==> config.mk <==
export PLATFORM = sky130hd
export DESIGN_NAME = ctk_sequencer
export DESIGN_NICKNAME = d
export VERILOG_FILES = /design/src/logic/ctk_pkg.sv /design/src/logic/ctk_meas_if.sv /design/src/logic/ctk_clk_gen.sv /design/src/logic/ctk_counter.sv /design/src/logic/ctk_sequencer.sv
export VERILOG_INCLUDE_DIRS = /design/src /design/src/logic
export SDC_FILE = /design/constraint.sdc
export NUM_CORES = 1
export LEC_CHECK = 0
export BUFFER_PORTS_ARGS = -buffer_cell sky130_fd_sc_hd__buf_4
export CORE_MARGIN = 2
export CORE_UTILIZATION = 62
export CTS_BUF_LIST = sky130_fd_sc_hd__clkbuf_8
export DETAILED_ROUTE_END_ITERATION = 16
export PLACE_DENSITY = 0.82
export SYNTH_ARGS = -nofsm -noshare
export SYNTH_HDL_FRONTEND = slang
export SYNTH_SLANG_ARGS = --single-unit
==> constraint.sdc <==
create_clock -name ref_clk -period 7.41 [get_ports ref_clk]
set_input_delay 1.482 -clock ref_clk [delete_from_list [all_inputs] [get_ports ref_clk]]
set_output_delay 1.482 -clock ref_clk [all_outputs]
set_load 0.02 [all_outputs]
==> src/logic/ctk_defs.svh <==
`ifndef CTK_DEFS_SVH
`define CTK_DEFS_SVH

// ----------------------------------------------------------------
// Register offsets on the special function register port
// ----------------------------------------------------------------
`define CTK_OFS_OPTION 8'h94
`define CTK_OFS_INTERRUPT_FLAG_REG 8'h95
`define CTK_OFS_SHDATA 8'hAA
`define CTK_OFS_CNTLOW 8'hAC
`define CTK_OFS_TCTRL 8'hAD
`define CTK_OFS_CHSEL 8'hA7
`define CTK_OFS_AUX_CONTROL_ONE 8'hF8

// ----------------------------------------------------------------
// Field positions
// ----------------------------------------------------------------
`define CTK_BIT_FREQHOP 6
`define CTK_BIT_IRQFLAG 5
`define CTK_BIT_START 5
`define CTK_BIT_PDOWN 7
`define CTK_BIT_DONE 6
`define CTK_BIT_SLOW 5
`define CTK_POS_VSEL 3
`define CTK_POS_TSEL 0
`define CTK_POS_TRIM 5
`define CTK_POS_CHAN 0

// ----------------------------------------------------------------
// Reset values and codes
// ----------------------------------------------------------------
`define CTK_RST_PDOWN 1'b1
`define CTK_RST_DONE 1'b1
`define CTK_RST_SLOW 1'b0
`define CTK_RST_VSEL 2'h0
`define CTK_RST_TSEL 3'h4
`define CTK_RST_TRIM 3'h1
`define CTK_RST_CHAN 5'h1F
`define CTK_RST_HOP 1'b0
`define CTK_CHAN_LAST 5'h13
`define CTK_CHAN_REF 5'h17
`define CTK_CNT_MAX 12'hFFF

// ----------------------------------------------------------------
// Timing counts in reference clock cycles and touch ticks
// ----------------------------------------------------------------
`define CTK_SETTLE_CYC 4'h4
`define CTK_DIV_BASE 6'h08
`define CTK_WIN_BASE 16'h0040

`endif

==> src/logic/ctk_pkg.sv <==
package ctk_pkg;
	typedef enum logic [1:0] {
		CTK_IDLE = 2'b00,
		CTK_SETTLE = 2'b01,
		CTK_RUN = 2'b10
	} ctk_state_e;
	typedef logic [11:0] ctk_count_t;
	typedef logic [4:0] ctk_chan_t;
endpackage

==> src/logic/ctk_meas_if.sv <==
`timescale 1ns/1ps
`default_nettype none
interface ctk_meas_if;
	logic run;
	logic clear;
	logic [2:0] timeSel;
	logic freqHop;
	logic slowClk;
	logic [2:0] trim;
	logic tick;
	logic windowEnd;
	logic [11:0] count;
	modport seq (output run, clear, timeSel, freqHop, slowClk, trim, input tick, windowEnd, count);
	modport clk (input run, freqHop, slowClk, trim, output tick);
	modport cnt (input run, clear, timeSel, tick, output windowEnd, count);
endinterface
`default_nettype wire

==> src/logic/ctk_clk_gen.sv <==
`timescale 1ns/1ps
`default_nettype none
`include "ctk_defs.svh"
module ctk_clk_gen (
	input wire logic ref_clk,
	input wire logic srst,
	ctk_meas_if.clk meas
);
	import ctk_pkg::*;
	logic [6:0] divCnt_reg;
	logic [2:0] hopLfsr_reg;
	logic halfTick_reg;
	logic [6:0] period;
	logic rawTick;

	// ----------------------------------------------------------------
	// Touch clock divider
	// ----------------------------------------------------------------
	// Trim 7 gives the shortest period; hopping replaces trim by an LFSR
	always_comb begin
		period = {1'b0, `CTK_DIV_BASE} + {4'h0, (meas.freqHop ? hopLfsr_reg : ~meas.trim)};
	end
	assign rawTick = meas.run && (divCnt_reg >= period);

	always_ff @(posedge ref_clk) begin
		if (srst || !meas.run || rawTick) begin
			divCnt_reg <= 7'h00;
		end else begin
			divCnt_reg <= divCnt_reg + 7'h01;
		end
	end

	// Hop sequence steps once per tick so every period is a full one
	always_ff @(posedge ref_clk) begin
		if (srst) begin
			hopLfsr_reg <= 3'h1;
		end else if (rawTick && meas.freqHop) begin
			hopLfsr_reg <= {hopLfsr_reg[1:0], hopLfsr_reg[2] ^ hopLfsr_reg[1]};
		end
	end

	// Slow mode passes every second tick only
	always_ff @(posedge ref_clk) begin
		if (srst || !meas.run) begin
			halfTick_reg <= 1'b0;
		end else if (rawTick) begin
			halfTick_reg <= ~halfTick_reg;
		end
	end
	assign meas.tick = rawTick && (!meas.slowClk || halfTick_reg);
endmodule // ctk_clk_gen
`default_nettype wire

==> src/logic/ctk_counter.sv <==
`timescale 1ns/1ps
`default_nettype none
`include "ctk_defs.svh"
module ctk_counter (
	input wire logic ref_clk,
	input wire logic srst,
	input wire logic senseOsc,
	ctk_meas_if.cnt meas
);
	import ctk_pkg::*;
	logic [15:0] winCnt_reg;
	logic [11:0] count_reg;
	logic senseLast_reg;
	logic [15:0] winLen;

	// ----------------------------------------------------------------
	// Charging window and sense edge count
	// ----------------------------------------------------------------
	// Longer time setting doubles the window, so counts grow with it
	assign winLen = `CTK_WIN_BASE << meas.timeSel;
	assign meas.windowEnd = meas.run && meas.tick && (winCnt_reg == winLen - 16'h0001);
	assign meas.count = count_reg;

	always_ff @(posedge ref_clk) begin
		if (srst || meas.clear) begin
			winCnt_reg <= 16'h0000;
		end else if (meas.run && meas.tick) begin
			winCnt_reg <= winCnt_reg + 16'h0001;
		end
	end

	always_ff @(posedge ref_clk) begin
		if (srst) begin
			senseLast_reg <= 1'b0;
		end else begin
			senseLast_reg <= senseOsc;
		end
	end

	// Saturates rather than wraps so a huge key never looks small
	always_ff @(posedge ref_clk) begin
		if (srst || meas.clear) begin
			count_reg <= 12'h000;
		end else if (meas.run && senseOsc && !senseLast_reg && count_reg != `CTK_CNT_MAX) begin
			count_reg <= count_reg + 12'h001;
		end
	end
endmodule // ctk_counter
`default_nettype wire

==> src/logic/ctk_sequencer.sv <==
`timescale 1ns/1ps
`default_nettype none
`include "ctk_defs.svh"
module ctk_sequencer #(
	parameter int NUM_CHAN = 20
) (
	input wire logic ref_clk,
	input wire logic srst,
	input wire logic [7:0] sfrAddr,
	input wire logic sfrWrEn,
	input wire logic [7:0] sfrWrData,
	input wire logic sfrRdEn,
	output logic [7:0] sfrRdData,
	input wire logic senseOsc,
	output logic analogEnable,
	output logic [NUM_CHAN-1:0] padSelect,
	output logic refCapSelect,
	output logic [1:0] voltSelect,
	output logic touchClkTick,
	output logic convBusy,
	output logic touchIrqFlag
);
	import ctk_pkg::*;

	// ----------------------------------------------------------------
	// Declarations
	// ----------------------------------------------------------------
	// Measurement bundle and sequencer state
	ctk_meas_if meas ();
	ctk_state_e state_reg;
	ctk_state_e state_next;
	logic [3:0] settleCnt_reg;

	// Software visible fields
	logic powerDown_reg;
	logic done_reg;
	logic slowClk_reg;
	logic [1:0] voltSel_reg;
	logic [2:0] timeSel_reg;
	logic [2:0] trim_reg;
	ctk_chan_t chanSel_reg;
	logic freqHop_reg;
	logic start_reg;
	logic irqFlag_reg;
	ctk_count_t result_reg;
	logic [NUM_CHAN-1:0] padSel_reg;
	logic refSel_reg;
	logic [7:0] rdData_reg;

	// Decoded strobes and events
	logic wrOption;
	logic wrIntflg;
	logic wrTctrl;
	logic wrChsel;
	logic wrAux;
	logic startReq;
	logic stopReq;
	logic abortConv;
	logic convEnd;

	// ----------------------------------------------------------------
	// Address decode helper
	// ----------------------------------------------------------------
	// Shared by all write strobes so the compare is written once
	function automatic logic hitWr(input logic [7:0] addr, input logic [7:0] ofs,
		input logic en);
		hitWr = en && (addr == ofs);
	endfunction

	// Channel code to one-hot pad select; unused codes select nothing
	function automatic logic padHit(input ctk_chan_t code, input int idx);
		padHit = (code <= `CTK_CHAN_LAST) && (code == idx[4:0]);
	endfunction

	// ----------------------------------------------------------------
	// Write strobes
	// ----------------------------------------------------------------
	// One strobe per writable register; the result registers have none
	assign wrOption = hitWr(sfrAddr, `CTK_OFS_OPTION, sfrWrEn);
	assign wrIntflg = hitWr(sfrAddr, `CTK_OFS_INTERRUPT_FLAG_REG, sfrWrEn);
	assign wrTctrl = hitWr(sfrAddr, `CTK_OFS_TCTRL, sfrWrEn);
	assign wrChsel = hitWr(sfrAddr, `CTK_OFS_CHSEL, sfrWrEn);
	assign wrAux = hitWr(sfrAddr, `CTK_OFS_AUX_CONTROL_ONE, sfrWrEn);

	// Start only while powered up and idle; a start during a run is ignored
	assign startReq = wrAux && sfrWrData[`CTK_BIT_START] && !powerDown_reg
		&& (state_reg == CTK_IDLE);
	// Clearing the start bit by software drops a run in progress
	assign stopReq = wrAux && !sfrWrData[`CTK_BIT_START];
	// Powering down mid-run also drops the conversion, keeping old data
	assign abortConv = stopReq || (wrTctrl && sfrWrData[`CTK_BIT_PDOWN]);
	// An abort in the last window cycle wins over completion
	assign convEnd = (state_reg == CTK_RUN) && meas.windowEnd && !abortConv;

	// ----------------------------------------------------------------
	// Conversion sequencer
	// ----------------------------------------------------------------
	// Settle phase lets the pad mux and oscillator steady before counting
	always_comb begin
		state_next = state_reg;
		unique case (state_reg)
			CTK_IDLE: begin
				if (startReq) begin
					state_next = CTK_SETTLE;
				end
			end
			CTK_SETTLE: begin
				if (abortConv) begin
					state_next = CTK_IDLE;
				end else if (settleCnt_reg == `CTK_SETTLE_CYC - 4'h1) begin
					state_next = CTK_RUN;
				end
			end
			CTK_RUN: begin
				if (abortConv || meas.windowEnd) begin
					state_next = CTK_IDLE;
				end
			end
			// Unused state code falls back to idle
			default: begin
				state_next = CTK_IDLE;
			end
		endcase
	end

	// State register
	always_ff @(posedge ref_clk) begin
		if (srst) begin
			state_reg <= CTK_IDLE;
		end else begin
			state_reg <= state_next;
		end
	end

	// Counts settle cycles; held at zero outside settle
	always_ff @(posedge ref_clk) begin
		if (srst || state_reg != CTK_SETTLE) begin
			settleCnt_reg <= 4'h0;
		end else begin
			settleCnt_reg <= settleCnt_reg + 4'h1;
		end
	end

	// ----------------------------------------------------------------
	// Touch control register fields
	// ----------------------------------------------------------------
	// Done is read-only; a control write changes it only through a power-down abort
	always_ff @(posedge ref_clk) begin
		if (srst) begin
			powerDown_reg <= `CTK_RST_PDOWN;
			slowClk_reg <= `CTK_RST_SLOW;
			voltSel_reg <= `CTK_RST_VSEL;
			timeSel_reg <= `CTK_RST_TSEL;
		end else if (wrTctrl) begin
			powerDown_reg <= sfrWrData[`CTK_BIT_PDOWN];
			slowClk_reg <= sfrWrData[`CTK_BIT_SLOW];
			voltSel_reg <= sfrWrData[`CTK_POS_VSEL +: 2];
			timeSel_reg <= sfrWrData[`CTK_POS_TSEL +: 3];
		end
	end

	// Done drops with the start and rises at the window end or an abort
	always_ff @(posedge ref_clk) begin
		if (srst) begin
			done_reg <= `CTK_RST_DONE;
		end else if (startReq) begin
			done_reg <= 1'b0;
		end else if (convEnd || (state_reg != CTK_IDLE && abortConv)) begin
			done_reg <= 1'b1;
		end
	end

	// ----------------------------------------------------------------
	// Channel select and option fields
	// ----------------------------------------------------------------
	// Trim shares the channel register, so both load together
	always_ff @(posedge ref_clk) begin
		if (srst) begin
			chanSel_reg <= `CTK_RST_CHAN;
			trim_reg <= `CTK_RST_TRIM;
		end else if (wrChsel) begin
			chanSel_reg <= sfrWrData[`CTK_POS_CHAN +: 5];
			trim_reg <= sfrWrData[`CTK_POS_TRIM +: 3];
		end
	end

	// Only the hop bit of the option register lives here
	always_ff @(posedge ref_clk) begin
		if (srst) begin
			freqHop_reg <= `CTK_RST_HOP;
		end else if (wrOption) begin
			freqHop_reg <= sfrWrData[`CTK_BIT_FREQHOP];
		end
	end

	// ----------------------------------------------------------------
	// Start bit
	// ----------------------------------------------------------------
	// A start written while a run is pending keeps the bit high
	always_ff @(posedge ref_clk) begin
		if (srst) begin
			start_reg <= 1'b0;
		end else if (startReq) begin
			start_reg <= 1'b1;
		end else if (stopReq) begin
			start_reg <= 1'b0;
		end else if (convEnd) begin
			start_reg <= 1'b0;
		end
	end

	// ----------------------------------------------------------------
	// Touch interrupt flag
	// ----------------------------------------------------------------
	// End of conversion wins over a same-cycle clear write
	always_ff @(posedge ref_clk) begin
		if (srst) begin
			irqFlag_reg <= 1'b0;
		end else if (convEnd) begin
			irqFlag_reg <= 1'b1;
		end else if (startReq || (wrIntflg && !sfrWrData[`CTK_BIT_IRQFLAG])) begin
			irqFlag_reg <= 1'b0;
		end
	end

	// ----------------------------------------------------------------
	// Result capture
	// ----------------------------------------------------------------
	// Only a finished window updates the result, so reads never tear
	always_ff @(posedge ref_clk) begin
		if (srst) begin
			result_reg <= 12'h000;
		end else if (convEnd) begin
			result_reg <= meas.count;
		end
	end

	// ----------------------------------------------------------------
	// Pad and reference capacitor selection
	// ----------------------------------------------------------------
	// Mux is held only during a conversion; idle pads stay free for GPIO
	genvar gi;
	generate
		for (gi = 0; gi < NUM_CHAN; gi++) begin : g_pad
			always_ff @(posedge ref_clk) begin
				if (srst) begin
					padSel_reg[gi] <= 1'b0;
				end else begin
					padSel_reg[gi] <= (state_next != CTK_IDLE) && padHit(chanSel_reg, gi);
				end
			end
		end
	endgenerate

	// Reference capacitor stands in for the pads on code 17h
	always_ff @(posedge ref_clk) begin
		if (srst) begin
			refSel_reg <= 1'b0;
		end else begin
			refSel_reg <= (state_next != CTK_IDLE) && (chanSel_reg == `CTK_CHAN_REF);
		end
	end

	// ----------------------------------------------------------------
	// Measurement submodules
	// ----------------------------------------------------------------
	// Run drops in the abort cycle so no late tick is counted
	assign meas.run = (state_reg == CTK_RUN) && !abortConv;
	assign meas.clear = (state_reg != CTK_RUN);
	assign meas.timeSel = timeSel_reg;
	assign meas.freqHop = freqHop_reg;
	assign meas.slowClk = slowClk_reg;
	assign meas.trim = trim_reg;

	// Touch clock derived from the system clock
	ctk_clk_gen u_clk_gen (
		.ref_clk(ref_clk),
		.srst(srst),
		.meas(meas)
	);

	// Window timer and sense edge counter
	ctk_counter u_counter (
		.ref_clk(ref_clk),
		.srst(srst),
		.senseOsc(senseOsc),
		.meas(meas)
	);

	// ----------------------------------------------------------------
	// Register read port
	// ----------------------------------------------------------------
	// Bits owned by other blocks in shared registers read as zero here
	always_ff @(posedge ref_clk) begin
		if (srst) begin
			rdData_reg <= 8'h00;
		end else if (sfrRdEn) begin
			unique case (sfrAddr)
				`CTK_OFS_OPTION: rdData_reg <= {1'b0, freqHop_reg, 6'h00};
				`CTK_OFS_INTERRUPT_FLAG_REG: rdData_reg <= {2'h0, irqFlag_reg, 5'h00};
				`CTK_OFS_SHDATA: rdData_reg <= {4'h0, result_reg[11:8]};
				`CTK_OFS_CNTLOW: rdData_reg <= result_reg[7:0];
				`CTK_OFS_TCTRL: rdData_reg <= {powerDown_reg, done_reg, slowClk_reg,
					voltSel_reg, timeSel_reg};
				`CTK_OFS_CHSEL: rdData_reg <= {trim_reg, chanSel_reg};
				`CTK_OFS_AUX_CONTROL_ONE: rdData_reg <= {2'h0, start_reg, 5'h00};
				// Unmapped addresses read as zero
				default: rdData_reg <= 8'h00;
			endcase
		end
	end

	// ----------------------------------------------------------------
	// Outputs
	// ----------------------------------------------------------------
	// Status outputs for the analog front end and the core
	assign sfrRdData = rdData_reg;
	assign analogEnable = !powerDown_reg;
	assign padSelect = padSel_reg;
	assign refCapSelect = refSel_reg;
	assign voltSelect = voltSel_reg;
	assign touchClkTick = meas.tick;
	assign convBusy = (state_reg != CTK_IDLE);
	assign touchIrqFlag = irqFlag_reg;
endmodule // ctk_sequencer
`default_nettype wire

==> impl_metrics.py <==
metrics = {
    "status": {
        "status": "finished clean",
    },
    "finish": {
        "final_nets": 617,
        "largest_reg_flops": 20,
        "num-fill-cells": 592,
        "fin_util_pct": 70.8,
        "area_delta_synth_final_pct": 12.7,
        "drive_above_1_share_pct": 14.0,
        "antenna_cells": 0,
    },
    "sta": {
        "hold_viol_final": 0,
        "max_freq_ghz": 0.219,
        "slew_headroom_pct": 22.1,
        "finalSetupViolCount": 0,
        "fin_crit_ns": 4.57,
        "skew_ns": 0.0108,
        "tns_ns": 0,
        "maxSlewViolCount": 0,
        "worst_slew_pin_slew_ns": 1.17,
        "rsz0062_at_grt": "no",
        "fin_hold_ws_ns": 0.449,
        "min_period_over_period_pct": 61.7,
    },
    "drt": {
        "via_per_inst": 5.84,
        "first_pass_iters": 5,
        "drc_errors": 0,
        "vias": 4058,
        "ant_nets": 0,
        "drtIter0Drc": 334,
        "post_drt_wl_per_cell_um": 15.6,
        "wl_um": 10800,
    },
    "setup_path": {
        "cp_max_fo": 7,
        "crit_arrival_ns": 3.09,
        "cp-start-kind": "input port",
        "cp_data_required_time_ns": 5.93,
        "critical_path_class": "in -> out",
        "worst_setup_path_end_kind": "output pin",
    },
    "synth": {
        "synthTopCellsByArea": "dfxtp_1, nor2_1, nand2_1, mux2i_1, nor3_1",
        "yosysMostFrequentCell": "dfxtp_1",
        "synthDistinctLibCells": 54,
        "synth_edf_count": 0,
        "yosys_warnings": 0,
        "ys_seq_area_share_pct": 44.4,
        "syn-cell-area_um2": 4780,
        "ys_seq_elements": 106,
        "synth_ff_type": "dfxtp_1",
        "synth_commonest_cells": "dfxtp_1, nor2_1, nand2_1",
        "syn_inst": 550,
        "async_flop_share_pct": 0,
        "synth_top_area_share_pct": 44.4,
        "syn_avg_cell_area_um2": 8.70,
        "yosysTopAreaCell": "dfxtp_1",
    },
    "placement": {
        "routabilityCongestion": 1.02,
        "io_buffer_count": 55,
        "dpl.hpwl_um": 7880,
    },
    "clocking": {
        "cts_max_path_buffers": 2,
        "worstSkewPairLatency_ns": 0.36,
        "cts_hold_buf": 0,
        "ctsHtreeMaxLevel": 3,
        "postCtsSetupRepairBufs": 0,
        "cts_tree": "yes",
        "clkSinkCount": 106,
        "post_cts_resized": 0,
        "clkTransAtPathRegs_ns": 0.10,
        "clockRootBuffer": "clkbuf_8",
        "numCtsBuffers": 9,
    },
    "pwr": {
        "peakVddDrop_uv": 115,
        "p_leak_nw": 1.94,
        "p_sw_share_pct": 22.9,
        "p_switching_mw": 0.221,
        "powerDensity_nw_per_um2": 179,
        "seqPwrFrac_pct": 59.1,
        "comb_power_share_pct": 3.0,
        "total_power_mw": 0.965,
        "p_clk_share_pct": 37.9,
        "intPower_mw": 0.744,
    },
    "die": {
        "die_area_um2": 8430,
        "rows": 32,
        "core_um2": 7610,
        "die_x_um": 91.8,
        "die-height_um": 91.8,
        "start_util_pct": 62.9,
        "boundaryPins": 56,
    },
    "global_routing": {
        "gr-total-overflow": 0,
        "antenna_found_initial": 0,
        "grt_pass1_vias": 3819,
        "grtUsageTotal_pct": 25.7,
        "grt_max_degree": 53,
        "grt_pass1_wl_um": 17800,
    },
    "run": {
        "cap_violations": 0,
    },
    "hold_path": {
        "hold_path.class": "reg -> reg",
    },
}
-- final cells by class --
class / count / area (um^2) / area share, %
multi-input combinational: 399 / 2450 / 45.6
clock inverter: 7 / 83.8 / 1.56
clock buffer: 9 / 124 / 2.30
timing repair buffer: 55 / 413 / 7.66
tap: 102 / 128 / 2.37
inverter: 17 / 63.8 / 1.18
sequential: 106 / 2120 / 39.4
-- cells in the final DEF (no fill, tap or decap), types with 9 or more instances in the layout --
cell type | synthesis | layout
a21oi_1 | 23 | 23
xnor2_1 | 16 | 16
or3_1 | 12 | 12
nand2_1 | 52 | 52
nor2_1 | 66 | 66
clkbuf_8 | 0 | 9
mux2i_1 | 19 | 19
inv_1 | 17 | 17
xor2_1 | 16 | 16
nor3_1 | 37 | 37
o21ai_0 | 12 | 12
nor2b_1 | 12 | 12
nand3_1 | 26 | 26
buf_4 | 0 | 55
dfxtp_1 | 106 | 106
nand3b_1 | 17 | 17
-- worst paths after layout --
kind | startpoint | to | slack, ns | cells after the start
setup / recovery | sfrAddr[3] | touchClkTick | 2.84 | 6
hold / removal | settleCnt_reg[0] | settleCnt_reg[0] | 0.45 | 1
setup reg to reg | meas.timeSel[1] | padSelect[0] | 3.73 | 9
hold reg to reg | settleCnt_reg[0] | settleCnt_reg[0] | 0.45 | 1
-- cells by family (layout without fill, tap and decap cells) --
family / Yosys count / count (layout) / synth area share, %
xor gates and xnor gates: 32 / 32 / 5.86
adders and majority gates: 8 / 8 / 2.09
other: 1 / 2 / 0.0784
DFF: 106 / 106 / 44.4
AOI/OAI and AO/OA: 69 / 69 / 9.08
muxes: 19 / 19 / 3.98
buffers and inverters: 46 / 88 / 4.39
and+or+nand+nor: 269 / 269 / 30.2
-- power by group through the flow --
stage          Sequential (mW)  Combinational [mW]  Clock, mW
2_1_floorplan            0.584              0.0141          0
3_3_place_gp             0.584              0.0270          0
3_5_place_dp             0.584              0.0275          0
4_1_cts                  0.571              0.0276      0.369
5_1_grt                  0.571              0.0303      0.389
6_report                 0.571              0.0285      0.366
-- worst max-delay path: stages --
cell	delay (ns)
buf_4	0.13
and3b_1	0.23
nand4_1	0.18
nand3b_1	0.15
nor3_1	0.65
buf_4	0.27
-- routing by layer --
metal / routed length (um) / GRT usage, % / vias to the layer above
met1: 4770 / 34.4 / 1913
met3: 617 / 3.45 / 21
met5: 0 / 0 / -
li1: - / - / 1994
met2: 5260 / 42.8 / 130
met4: 183 / 9.08 / 0
-- metrics by stage --
stage / instances / setup WS, ns / cell area, um^2
2_1_floorplan: 551 / 3.05 / 4790
3_3_place_gp: 679 / 2.91 / 5180
3_5_place_dp: 679 / 2.85 / 5180
4_1_cts: 695 / 2.84 / 5390
5_1_grt: 695 / 2.71 / 5390
6_report: 695 / 2.84 / 5390
(Power assumes the default switching activity.)
